**config.mk**
```make
export PLATFORM = sky130hd
export DESIGN_NAME = crcg_gen
export DESIGN_NICKNAME = d
export VERILOG_FILES = /design/src/rtl/crcg_pkg.sv /design/src/rtl/crcg_fifo.sv /design/src/rtl/crcg_gen.sv
export SDC_FILE = /design/constraint.sdc
export NUM_CORES = 1
export LEC_CHECK = 0
export BUFFER_PORTS_ARGS = -buffer_cell sky130_fd_sc_hd__buf_2
export CORE_ASPECT_RATIO = 0.75
export CORE_MARGIN = 10
export CORE_UTILIZATION = 54
export CTS_BUF_LIST = sky130_fd_sc_hd__clkbuf_4 sky130_fd_sc_hd__clkbuf_8
export DETAILED_ROUTE_END_ITERATION = 6
export PLACE_DENSITY = 0.74
export SLEW_MARGIN = 15
export SYNTH_ARGS = -nofsm -noshare
export SYNTH_HDL_FRONTEND = slang
export SYNTH_SLANG_ARGS = --single-unit
```
**constraint.sdc**
```tcl
create_clock -name core_clk -period 6.3 [get_ports core_clk]
set_input_delay 0.945 -clock core_clk [delete_from_list [all_inputs] [get_ports core_clk]]
set_output_delay 0.945 -clock core_clk [all_outputs]
set_load 0.02 [all_outputs]
```
**src/rtl/crcg_pkg.sv**
```systemverilog
// crcg_pkg: constants shared by the checksum generator and its fifo
// assumes a single 100 MHz core clock and an 8-bit byte stream
package crcg_pkg;

  // =========================================================
  // polynomials and seeds
  localparam logic [15:0] CRCG_POLY16  = 16'h1021;
  localparam logic [31:0] CRCG_POLY32  = 32'h04C1_1DB7;
  localparam logic [31:0] CRCG_SEED    = 32'hFFFF_FFFF;
  localparam logic [31:0] CRCG_MASK16  = 32'h0000_FFFF;

  // =========================================================
  // data path and flash geometry
  localparam int          CRCG_BYTE_W  = 8;
  localparam int          CRCG_FIFO_D  = 16;
  localparam int          CRCG_ADDR_W  = 18;
  localparam logic [17:0] CRCG_FL_LAST = 18'h3_FFFF;
  localparam logic [17:0] CRCG_FL_FIRST = 18'h0_0000;

  // =========================================================
  // flash scan states
  typedef enum logic [1:0] {
    CRCG_SC_IDLE = 2'b00,
    CRCG_SC_REQ  = 2'b01,
    CRCG_SC_WAIT = 2'b10,
    CRCG_SC_LAST = 2'b11
  } crcg_scan_t;

endpackage

```
**src/rtl/crcg_fifo.sv**
```systemverilog
// crcg_fifo: synchronous valid/ready fifo with flush
// assumes one clock, synchronous active-low reset
`timescale 1ns/1ps
`default_nettype none

module crcg_fifo #(
  parameter int WIDTH = 8,
  parameter int DEPTH = 16
) (
  input  wire logic             core_clk,
  input  wire logic             rst_b,
  input  wire logic             flush,
  input  wire logic             in_valid,
  output logic                  in_ready,
  input  wire logic [WIDTH-1:0] in_data,
  output logic                  out_valid,
  input  wire logic             out_ready,
  output logic      [WIDTH-1:0] out_data
);

  localparam int PW = $clog2(DEPTH);

  logic [WIDTH-1:0] mem [DEPTH];
  logic [PW-1:0]    wr_ptr;
  logic [PW-1:0]    rd_ptr;
  logic [PW:0]      count;
  wire              push = in_valid & in_ready;
  wire              pop  = out_valid & out_ready;

  // =========================================================
  // status and read port
  assign in_ready  = (count != (PW+1)'(DEPTH));
  assign out_valid = (count != '0);
  assign out_data  = mem[rd_ptr];

  // storage write
  always_ff @(posedge core_clk) begin
    if (push) begin
      mem[wr_ptr] <= in_data;
    end
  end

  // pointers and fill level
  always_ff @(posedge core_clk) begin
    if (!rst_b || flush) begin
      wr_ptr <= '0;
      rd_ptr <= '0;
      count  <= '0;
    end else begin
      if (push) wr_ptr <= wr_ptr + PW'(1);
      if (pop)  rd_ptr <= rd_ptr + PW'(1);
      count <= count + (PW+1)'(push) - (PW+1)'(pop);
    end
  end
endmodule // crcg_fifo

`default_nettype wire

```
**src/rtl/crcg_gen.sv**
```systemverilog
// crcg_gen: crc-16 / crc-32 generator and checker over three sources
// assumes synchronous inputs, one outstanding flash read at a time
//
// Overview of operation
// mode (16 or 32 bit) is taken from cfg_crc32 when crc_clear pulses
// 16-bit mode divides by x^16+x^12+x^5+1, value 0x1021
// 32-bit mode divides by the ethernet polynomial 0x04C11DB7
// checksum output width follows the mode; upper half reads zero in 16-bit
// every byte the dma channel hands over advances the checksum
// flash scan reads whole flash or a chosen range by itself
// each cpu byte write is taken while cpu_ready is high and advances the checksum
// user reruns calculation on received data; mismatch means data error
// zero_ok rises when the running remainder is zero
`timescale 1ns/1ps
`default_nettype none

module crcg_gen (
  input  wire logic                          core_clk,
  input  wire logic                          rst_b,
  input  wire logic                          cfg_crc32,
  input  wire logic                          crc_clear,
  input  wire logic                          crc_hold,
  input  wire logic                          cpu_wr,
  input  wire logic [crcg_pkg::CRCG_BYTE_W-1:0] cpu_data,
  output logic                               cpu_ready,
  input  wire logic                          dma_valid,
  input  wire logic [crcg_pkg::CRCG_BYTE_W-1:0] dma_data,
  output logic                               dma_ready,
  input  wire logic                          scan_start,
  input  wire logic                          scan_full,
  input  wire logic [crcg_pkg::CRCG_ADDR_W-1:0] scan_lo,
  input  wire logic [crcg_pkg::CRCG_ADDR_W-1:0] scan_hi,
  output logic                               flash_rd_req,
  output logic      [crcg_pkg::CRCG_ADDR_W-1:0] flash_addr,
  input  wire logic                          flash_rd_valid,
  input  wire logic [crcg_pkg::CRCG_BYTE_W-1:0] flash_rd_data,
  output logic                               scan_busy,
  output logic                               scan_done,
  output logic                               mode_crc32,
  output logic      [31:0]                   checksum,
  output logic                               zero_ok
);
  import crcg_pkg::*;

  // =========================================================
  // byte update, msb first, one polynomial chosen by width
  function automatic logic [31:0] crc_byte(input logic [31:0] cur,
                                           input logic [7:0]  din,
                                           input logic        wide);
    logic [31:0] c;
    logic        fb;
    c  = cur;
    fb = 1'b0;
    for (int i = 7; i >= 0; i--) begin
      if (wide) begin
        fb = c[31] ^ din[i];
        c  = {c[30:0], 1'b0} ^ (fb ? CRCG_POLY32 : 32'h0000_0000);
      end else begin
        fb = c[15] ^ din[i];
        c  = {16'h0000, c[14:0], 1'b0} ^
             (fb ? {16'h0000, CRCG_POLY16} : 32'h0000_0000);
      end
    end
    return c;
  endfunction

  // =========================================================
  // source arbitration into the fifo: flash hold, cpu, dma
  logic                   hold_v;
  logic [CRCG_BYTE_W-1:0] hold_data;
  logic                   fifo_in_ready;
  logic                   fifo_out_valid;
  logic [CRCG_BYTE_W-1:0] fifo_out_data;
  wire                    sel_cpu = ~hold_v & cpu_wr;
  wire                    sel_dma = ~hold_v & ~cpu_wr & dma_valid;
  wire                    fifo_in_valid = hold_v | sel_cpu | sel_dma;
  wire [CRCG_BYTE_W-1:0]  fifo_in_data  = hold_v  ? hold_data :
                                          sel_cpu ? cpu_data  : dma_data;
  wire                    hold_push = hold_v & fifo_in_ready;

  assign cpu_ready = fifo_in_ready & ~hold_v;
  assign dma_ready = fifo_in_ready & ~hold_v & ~cpu_wr;

  crcg_fifo #(
    .WIDTH (CRCG_BYTE_W),
    .DEPTH (CRCG_FIFO_D)
  ) u_fifo (
    .core_clk  (core_clk),
    .rst_b     (rst_b),
    .flush     (crc_clear),
    .in_valid  (fifo_in_valid),
    .in_ready  (fifo_in_ready),
    .in_data   (fifo_in_data),
    .out_valid (fifo_out_valid),
    .out_ready (~crc_hold),
    .out_data  (fifo_out_data)
  );

  // =========================================================
  // flash scan engine
  crcg_scan_t             scan_st;
  crcg_scan_t             next_scan_st;
  logic [CRCG_ADDR_W-1:0] scan_ptr;
  logic [CRCG_ADDR_W-1:0] scan_end;
  wire                    at_end = (scan_ptr == scan_end);
  wire [CRCG_ADDR_W-1:0]  start_lo = scan_full ? CRCG_FL_FIRST : scan_lo;
  wire [CRCG_ADDR_W-1:0]  start_hi = scan_full ? CRCG_FL_LAST  : scan_hi;

  assign flash_rd_req = (scan_st == CRCG_SC_REQ) & ~hold_v;
  assign flash_addr   = scan_ptr;
  assign scan_busy    = (scan_st != CRCG_SC_IDLE);

  // next state of the scan
  always_comb begin
    next_scan_st = scan_st;
    case (scan_st)
      CRCG_SC_IDLE: begin
        if (scan_start && !crc_clear) next_scan_st = CRCG_SC_REQ;
      end
      CRCG_SC_REQ: begin
        if (!hold_v) next_scan_st = CRCG_SC_WAIT;
      end
      CRCG_SC_WAIT: begin
        if (flash_rd_valid) begin
          next_scan_st = at_end ? CRCG_SC_LAST : CRCG_SC_REQ;
        end
      end
      CRCG_SC_LAST: begin
        if (!hold_v) next_scan_st = CRCG_SC_IDLE;
      end
      default: next_scan_st = CRCG_SC_IDLE;
    endcase
    if (crc_clear) next_scan_st = CRCG_SC_IDLE;
  end

  // scan state, address pointer and range end
  always_ff @(posedge core_clk) begin
    if (!rst_b) begin
      scan_st  <= CRCG_SC_IDLE;
      scan_ptr <= '0;
      scan_end <= '0;
    end else begin
      scan_st <= next_scan_st;
      if (scan_st == CRCG_SC_IDLE && scan_start) begin
        scan_ptr <= start_lo;
        scan_end <= start_hi;
      end else if (scan_st == CRCG_SC_WAIT && flash_rd_valid && !at_end) begin
        scan_ptr <= scan_ptr + CRCG_ADDR_W'(1);
      end
    end
  end

  // one-cycle done pulse when the last byte leaves the hold register
  always_ff @(posedge core_clk) begin
    if (!rst_b) begin
      scan_done <= 1'b0;
    end else begin
      scan_done <= (scan_st == CRCG_SC_LAST) & ~hold_v & ~crc_clear;
    end
  end

  // flash read data waits here until the fifo takes it
  always_ff @(posedge core_clk) begin
    if (!rst_b || crc_clear) begin
      hold_v    <= 1'b0;
      hold_data <= '0;
    end else if (scan_st == CRCG_SC_WAIT && flash_rd_valid) begin
      hold_v    <= 1'b1;
      hold_data <= flash_rd_data;
    end else if (hold_push) begin
      hold_v    <= 1'b0;
    end
  end

  // =========================================================
  // checksum register and zero remainder detection
  logic [31:0] crc;
  wire         fire     = fifo_out_valid & ~crc_hold;
  wire [31:0]  next_crc = crc_byte(crc, fifo_out_data, mode_crc32);
  wire [31:0]  next_vis = mode_crc32 ? next_crc : (next_crc & CRCG_MASK16);
  wire [31:0]  seed_vis = cfg_crc32  ? CRCG_SEED : (CRCG_SEED & CRCG_MASK16);

  assign checksum = mode_crc32 ? crc : (crc & CRCG_MASK16);

  // mode latches only on clear, so it cannot change mid block
  always_ff @(posedge core_clk) begin
    if (!rst_b) begin
      mode_crc32 <= 1'b0;
    end else if (crc_clear) begin
      mode_crc32 <= cfg_crc32;
    end
  end

  // each consumed byte advances the remainder
  always_ff @(posedge core_clk) begin
    if (!rst_b) begin
      crc     <= CRCG_SEED & CRCG_MASK16;
      zero_ok <= 1'b0;
    end else if (crc_clear) begin
      crc     <= seed_vis;
      zero_ok <= 1'b0;
    end else if (fire) begin
      crc     <= next_vis;
      zero_ok <= (next_vis == 32'h0000_0000);
    end
  end
endmodule // crcg_gen

`default_nettype wire

```
==> impl_metrics.csv, run 1 <==
group,metric,value,unit
synth,synth.top_cell.area_share,33.5,%
setup_path,path_delay_family,"multiplexers",
synth,synth_most_common_cell,"edfxtp_1",
finish,diodes,0,
finish,drive_gt1_share,22.3,%
synth,syn_inst,1025,
finish,syn_to_final_growth,12.9,%
routing,wl_per_cell,19.7,um
timing,setup_tns,0,ns
setup_path,crit_type,"reg -> reg",
timing,relSlewSlack,23.1,%
routing,drt_pass1_iterations,7,
setup_path,cp_num_buf_inv,0,
clock_tree,clk_latency,0.54,ns
clock_tree,cts_buffers,36,
setup_path,endpoint_kind,"register",
global_routing,grt_max_degree,52,
finish,fin_nets,1216,
synth,yosysSeqAreaShare,50.8,%
setup_path,startpoint_type,"register",
pwr,fin_total_pwr,4.85,mW
routing,ant_nets,0,
timing,grt_setup_unrepaired,"false",
setup_path,slowest_stage,"dfxtp_1",
synth,ys_dominant_reg_cell,"edfxtp_1",
global_routing,grt_overflow,0,
clock_tree,htree_levels,2,
pwr,p_leak,4.84,nW
routing,routed_wl,28400,um
routing,drc,0,
clock_tree,cts_tree,"done",
synth,synth_area_leaders,"edfxtp_1 34%, dfxtp_1 17%, xnor2_1 6.1%, mux4_2 5.7%, mux2i_1 3.1%",
setup_path,worstPathCellList,"mux4_2, mux4_2, xnor2_1, nor2_1, xnor2_1, and2_1, mux2i_1, o41ai_1, o311ai_0, or4_1, o31ai_2",
setup_path,cpPeakStageDelay,0.88,ns
die,num_rows,46,
run_status,status,"complete, no violations",
die,die_w,188,um
flow_run,timing.max_cap.violations,0,
routing,num_vias,8193,
timing,tightest_slew,1.15,ns
place,dp_hpwl,20200,um
clock_tree,clk_root_buffer_cell,"clkbuf_8",
global_routing,antenna_found_initial,1,
setup_path,critPathArrivalTime,5.52,ns
synth,synth_warnings,0,
die,io_pins,127,
die,start_util,54.5,%
synth,syn_area,0.0115,mm2
synth,syn_nets,1108,
timing,hold_ws,0.455,ns
min_path,hold_path_class,"reg -> reg",
timing,finalHoldViolCount,0,
routing,dr.first_iter.drc_count,804,
die,core-area,0.0210,mm2
timing,min_period,5.07,ns
setup_path,worstPathMaxFanout,14,
clock_tree,clock-sinks,227,
place,place.gp.congestion,0.924,
place,port_buffers,126,
die,dieArea,0.0275,mm2
timing,setup_violations,0,
clock_tree,cts_resized,0,
synth,ys_types,68,
global_routing,track_usage,20.5,%
timing,max_freq,197,MHz
min_path,hold_start,"hold_data[4]$_SDFFE_PP0P_",
global_routing,first_global_vias,8096,
pwr,ir_drop,0.179,mV
clock_tree,post_cts_buffers,0,
pwr,powerDensity,375,mW/mm2
routing,vias_per_cell,5.66,
die,die_height,146,um
timing,drv_slew,0,
synth,ys_ff_latch,227,
clock_tree,clk_pin_slew,0.06,ns
global_routing,grt_pass1_wl,45300,um
clock_tree,cts_buffer_depth,3,
synth,yosys-top-cells-count,"128 x edfxtp_1, 99 x dfxtp_1, 91 x nand2_1",
setup_path,cp.required,6.75,ns
synth,async_flop_share,0,%
timing,finClkSkew,0.0241,ns
synth,synth_top_cell_by_area,"edfxtp_1",
synth,synth_area_per_cell,11.2,um2
clock_tree,ctsHoldBuffers,0,
synth,synth_edf_count,128,
timing,final.period_utilization,80.5,%
## through the flow
stage                     instance area, um2  cells  utilization (%)  setup slack, ns
after floorplan                        11500   1025                -             2.53
final                                  12900   1447             61.6             1.23
after CTS                              12900   1447             61.6             1.22
after global placement                 12200   1383             58.2             1.37
after detailed placement               12200   1383             58.3             1.27
after global routing                   12900   1447             61.6            0.876
## area by class of cell
class / count / area [um2]
Clock buffer: 54 / 649
Clock inverter: 10 / 47.5
Fill cell: 1671 / 8070
Inverter: 20 / 75.1
Multi-Input combinational cell: 701 / 5190
Sequential cell: 227 / 5830
Tap cell: 288 / 360
Timing Repair Buffer: 147 / 788
## path summary, 6_finish.rpt
| kind | endpoint | depth (start not counted) | slack [ns] |
|---|---|---|---|
| max reg2reg | zero_ok$_SDFFE_PP0P_ | 11 | 1.23 |
| min | hold_data[4]$_SDFFE_PP0P_ | 2 | 0.45 |
| min reg2reg | hold_data[4]$_SDFFE_PP0P_ | 2 | 0.45 |
| max | zero_ok$_SDFFE_PP0P_ | 11 | 1.23 |
## per-layer routing
metal,up-vias,global-route usage [%],routed length [um]
li1,3892,-,-
met1,3881,30.2,13100
met2,373,29.1,12300
met3,45,5.35,2580
met4,2,5.51,480
met5,-,0,13
## cells by family after synthesis
kind of cell / after synthesis / share of synthesized area, %
AO/OA/AOI/OAI: 162 / 8.56
multiplexers: 72 / 9.55
adder cells (fa/ha/maj): 13 / 1.49
flip-flops: 227 / 50.8
XOR/XNOR: 122 / 11.2
buffers and inverters: 97 / 4.03
AND/OR/NAND/NOR: 332 / 14.4
## flip-flops by register name, indices dropped and copies added (netlist names), named ones only
| name | flops |
|---|---|
| crc | 32 |
| flash_addr | 18 |
| hold_data | 8 |
| hold_v | 1 |
| mode_crc32 | 1 |
| scan_done | 1 |
| scan_end | 18 |
| scan_st | 2 |
| u_fifo.count | 5 |
| u_fifo.mem | 128 |
| u_fifo.rd_ptr | 4 |
| u_fifo.wr_ptr | 4 |
| zero_ok | 1 |
## where the power goes
group	internal [mW]	switching [mW]
combinational	0.811	1.03
clock	0.660	0.569
sequential	1.67	0.0993
## layout by cell type, fill, tap and decap left out, types with 8 or more instances in the layout
cell type  synthesis  routed
mux2i_1           36      36
nand3_1           25      25
edfxtp_1         128     128
o211ai_1          14      14
clkbuf_4           0      15
nand2_1           91      91
a21oi_1           59      59
inv_1             20      20
buf_2              6     126
mux4_2            29      29
buf_4             18      21
o21ai_0           42      42
xnor2_1           80      80
xor2_1            26      26
nand4_1           10      10
clkbuf_8           0      39
and2_1            24      24
nor2_1            80      79
and3_1            13      13
nor3_1            28      25
xnor3_1            8       8
ha_1              12      12
dfxtp_1           99      99
nor3b_1           24      24
## worst reg2reg max path, cell delays in order, from the launching register on
cell	delay, ns
dfxtp_1	0.88
mux4_2	0.61
mux4_2	0.63
xnor2_1	0.25
nor2_1	0.07
xnor2_1	0.85
and2_1	0.24
mux2i_1	0.07
o41ai_1	0.44
o311ai_0	0.19
or4_1	0.54
o31ai_2	0.23
Note: power is estimated with default switching activity, not from simulation.
==> inputs of run 2 (changes only) <==
ABC_AREA = 1   (was unset)
PLACE_DENSITY = 0.77   (was 0.74)
clock period = 4.2 ns   (was 6.3 ns; I/O delays follow)
==> impl_metrics.csv, run 2 <==
group,metric,value,unit
run_status,status,"complete, no violations",
synth,yosys-top-cells-count,"451 x nand2_1, 197 x inv_1, 180 x nand3_1",
die,io_pins,127,
setup_path,cpPeakStageDelay,0.60,ns
finish,fin_cells,2044,
timing,max_freq,298,MHz
synth,ys_types,50,
finish,finalCoreUtilization,61.3,%
clock_tree,clock-sinks,227,
finish,top_register,"u_fifo.mem",
synth,synth_area_per_cell,7.82,um2
setup_path,endpoint_kind,"register",
clock_tree,cts_resized,0,
global_routing,first_global_vias,10900,
setup_path,path_delay_family,"simple AND/OR/NAND/NOR gates",
finish,final_area,0.0141,mm2
timing,finClkSkew,0.0201,ns
die,dieArea,0.0298,mm2
global_routing,grt_util_met3,5.50,%
finish,largest_register_ffs,128,
timing,finalHoldViolCount,0,
routing,drc,0,
routing,drt_pass1_iterations,5,
setup_path,r2r_slack,0.84,ns
place,dp_hpwl,28000,um
global_routing,globalRouteMet1Util,36.8,%
global_routing,grtUsageMet2,35.4,%
clock_tree,clk_pin_slew,0.07,ns
global_routing,grt_max_degree,62,
synth,ys_ff_latch,227,
setup_path,worstPathMaxFanout,61,
clock_tree,clk_latency,0.54,ns
setup_path,r2r-end,"zero_ok$_SDFFE_PP0P_",
synth,yosysSeqAreaShare,46.4,%
finish,diodes,0,
place,place.gp.congestion,1.00,
finish,fin_nets,1799,
timing,setup_tns,0,ns
setup_path,rr_worst_depth,22,
global_routing,grt_pass1_wl,59900,um
place,dp.cells,1978,
synth,syn_nets,1689,
routing,num_vias,11600,
setup_path,slowest_stage,"dfxtp_2",
min_path,hold_start,"scan_lo[14]",
die,num_rows,48,
die,die_w,196,um
clock_tree,cts_buffer_depth,3,
finish,n_fill_cell,2075,
min_path,hold_path_class,"in -> reg",
die,die_height,152,um
synth,synth_warnings,0,
finish,syn_to_final_growth,12.0,%
clock_tree,post_cts_buffers,0,
global_routing,antenna_found_initial,0,
timing,drv_slew,0,
timing,setup_violations,0,
routing,dr.first_iter.drc_count,1239,
clock_tree,ctsHoldBuffers,0,
routing,wl_per_cell,18.8,um
min_path,hold_depth,3,
setup_path,startpoint_type,"register",
flow_run,timing.max_cap.violations,0,
clock_tree,cts_tree,"done",
synth,syn_area,0.0126,mm2
die,start_util,54.8,%
synth,synth.top_cell.area_share,30.6,%
routing,ant_nets,0,
clock_tree,cts_buffers,36,
timing,relSlewSlack,29.6,%
synth,synth_area_leaders,"edfxtp_1 31%, dfxtp_1 16%, nand2_1 13%, nand3_1 7.2%, inv_1 5.9%",
setup_path,cp.required,4.67,ns
place,port_buffers,126,
pwr,fin_total_pwr,7.92,mW
timing,tightest_slew,1.05,ns
timing,min_period,3.36,ns
global_routing,track_usage,24.9,%
clock_tree,clk_root_buffer_cell,"clkbuf_8",
routing,routed_wl,38400,um
finish,mostFrequentLayoutCells,"451 x nand2_1, 197 x inv_1, 180 x nand3_1",
pwr,p_leak,6.47,nW
place,place_area,0.0133,mm2
synth,syn_inst,1606,
setup_path,crit_type,"reg -> reg",
clock_tree,htree_levels,2,
synth,ys_dominant_reg_cell,"edfxtp_1",
synth,synth_most_common_cell,"nand2_1",
synth,synth_top_cell_by_area,"edfxtp_1",
setup_path,worstPathCellList,"inv_6, nand2_1, nand3_1, nand3_1, nand3_2, nand2_2, nand2_1, nand2_2, nand2_1, nand2_1, nand2_1, nand3_1, nand2_1, nand2_1, nand2_1, nor2_1, nand3_1, nor2_1, nand2_1, nor2_1, nand3_1, a21oi_1",
setup_path,cpMostUsedCell,"nand2_1",
setup_path,critPathArrivalTime,3.83,ns
finish,largest_registers,"u_fifo.mem (128), crc (32)",
min_path,hold_end,"flash_addr[14]$_SDFFE_PN0P_",
finish,drive_gt1_share,17.0,%
die,core-area,0.0229,mm2
pwr,ir_drop,0.321,mV
finish,final_common_cell,"nand2_1",
routing,vias_per_cell,5.66,
setup_path,cp_num_buf_inv,1,
global_routing,grt-busiest-layer,"met1",
synth,synth_edf_count,128,
global_routing,grt_overflow,0,
timing,final.period_utilization,80.0,%
timing,grt_setup_unrepaired,"false",
synth,async_flop_share,0,%
pwr,powerDensity,563,mW/mm2
run 2: cell count changes after synthesis, moves of 24 or more:
cell / before / now
mux2i_1: 36 / 0
inv_1: 20 / 197
mux4_2: 29 / 0
nor2_1: 80 / 120
nand3_1: 25 / 180
nand2_2: 0 / 34
nand2_1: 91 / 451
nor3b_1: 24 / 0
xnor2_1: 80 / 5
and2_1: 24 / 0
o21ai_0: 42 / 72
run 2: worst max-delay path by stage:
stage                            endpoint  slack [ns]  cells past startpoint
2_1_floorplan  u_fifo.count[4]$_SDFF_PP0_        1.45                     13
3_3_place_gp         zero_ok$_SDFFE_PP0P_        0.87                     20
3_5_place_dp         zero_ok$_SDFFE_PP0P_        0.94                     22
4_1_cts              zero_ok$_SDFFE_PP0P_        0.93                     22
5_1_grt              zero_ok$_SDFFE_PP0P_        0.51                     22
6_report             zero_ok$_SDFFE_PP0P_        0.84                     22
run 2: worst register-to-register path, delay by kind of cell (launching register included):
family / cells / cell delay [ns]
flops: 1 / 0.60
buf+inv: 1 / 0.25
compound gates: 1 / 0.12
simple gates: 20 / 2.34
run 2: cell type report:
type | count | area [um2] | share of cell area, %
clock buffer | 59 | 718 | 5.11
clock inverter | 7 | 50.0 | 0.356
inverter | 210 | 793 | 5.64
multi-input combinational | 1097 | 5520 | 39.3
sequential | 227 | 5830 | 41.4
tap | 300 | 375 | 2.67
timing repair buffer | 144 | 778 | 5.53
run 2: metrics by stage:
step / worst slack, ns / hold slack, ns
after floorplan: 1.45 / 0.429
after global placement: 0.865 / 0.441
after detailed placement: 0.937 / 0.446
after CTS: 0.925 / 0.343
after global routing: 0.506 / 0.358
final: 0.839 / 0.365
run 2: cells by family after synthesis:
group / count (synthesis) / share of synthesized area [%]
AOI/OAI and AO/OA: 210 / 10.4
xor gates and xnor gates: 26 / 1.87
adders and majority gates: 13 / 1.35
buffers and inverters: 282 / 9.82
DFF: 227 / 46.4
and+or+nand+nor: 848 / 30.1
run 2: layer usage:
metal,up-vias,wire (um),part of all wire (%)
met5,-,0,0
met4,0,890,2.3
met3,76,4140,11
met2,621,15700,41
met1,5348,17600,46
li1,5530,-,-
run 2: power breakdown:
group	internal, mW	switching, mW	total [mW]
Sequential	2.54	0.161	2.70
Combinational	0.956	2.27	3.23
Clock	1.09	0.899	1.99
Total	4.59	3.33	7.92
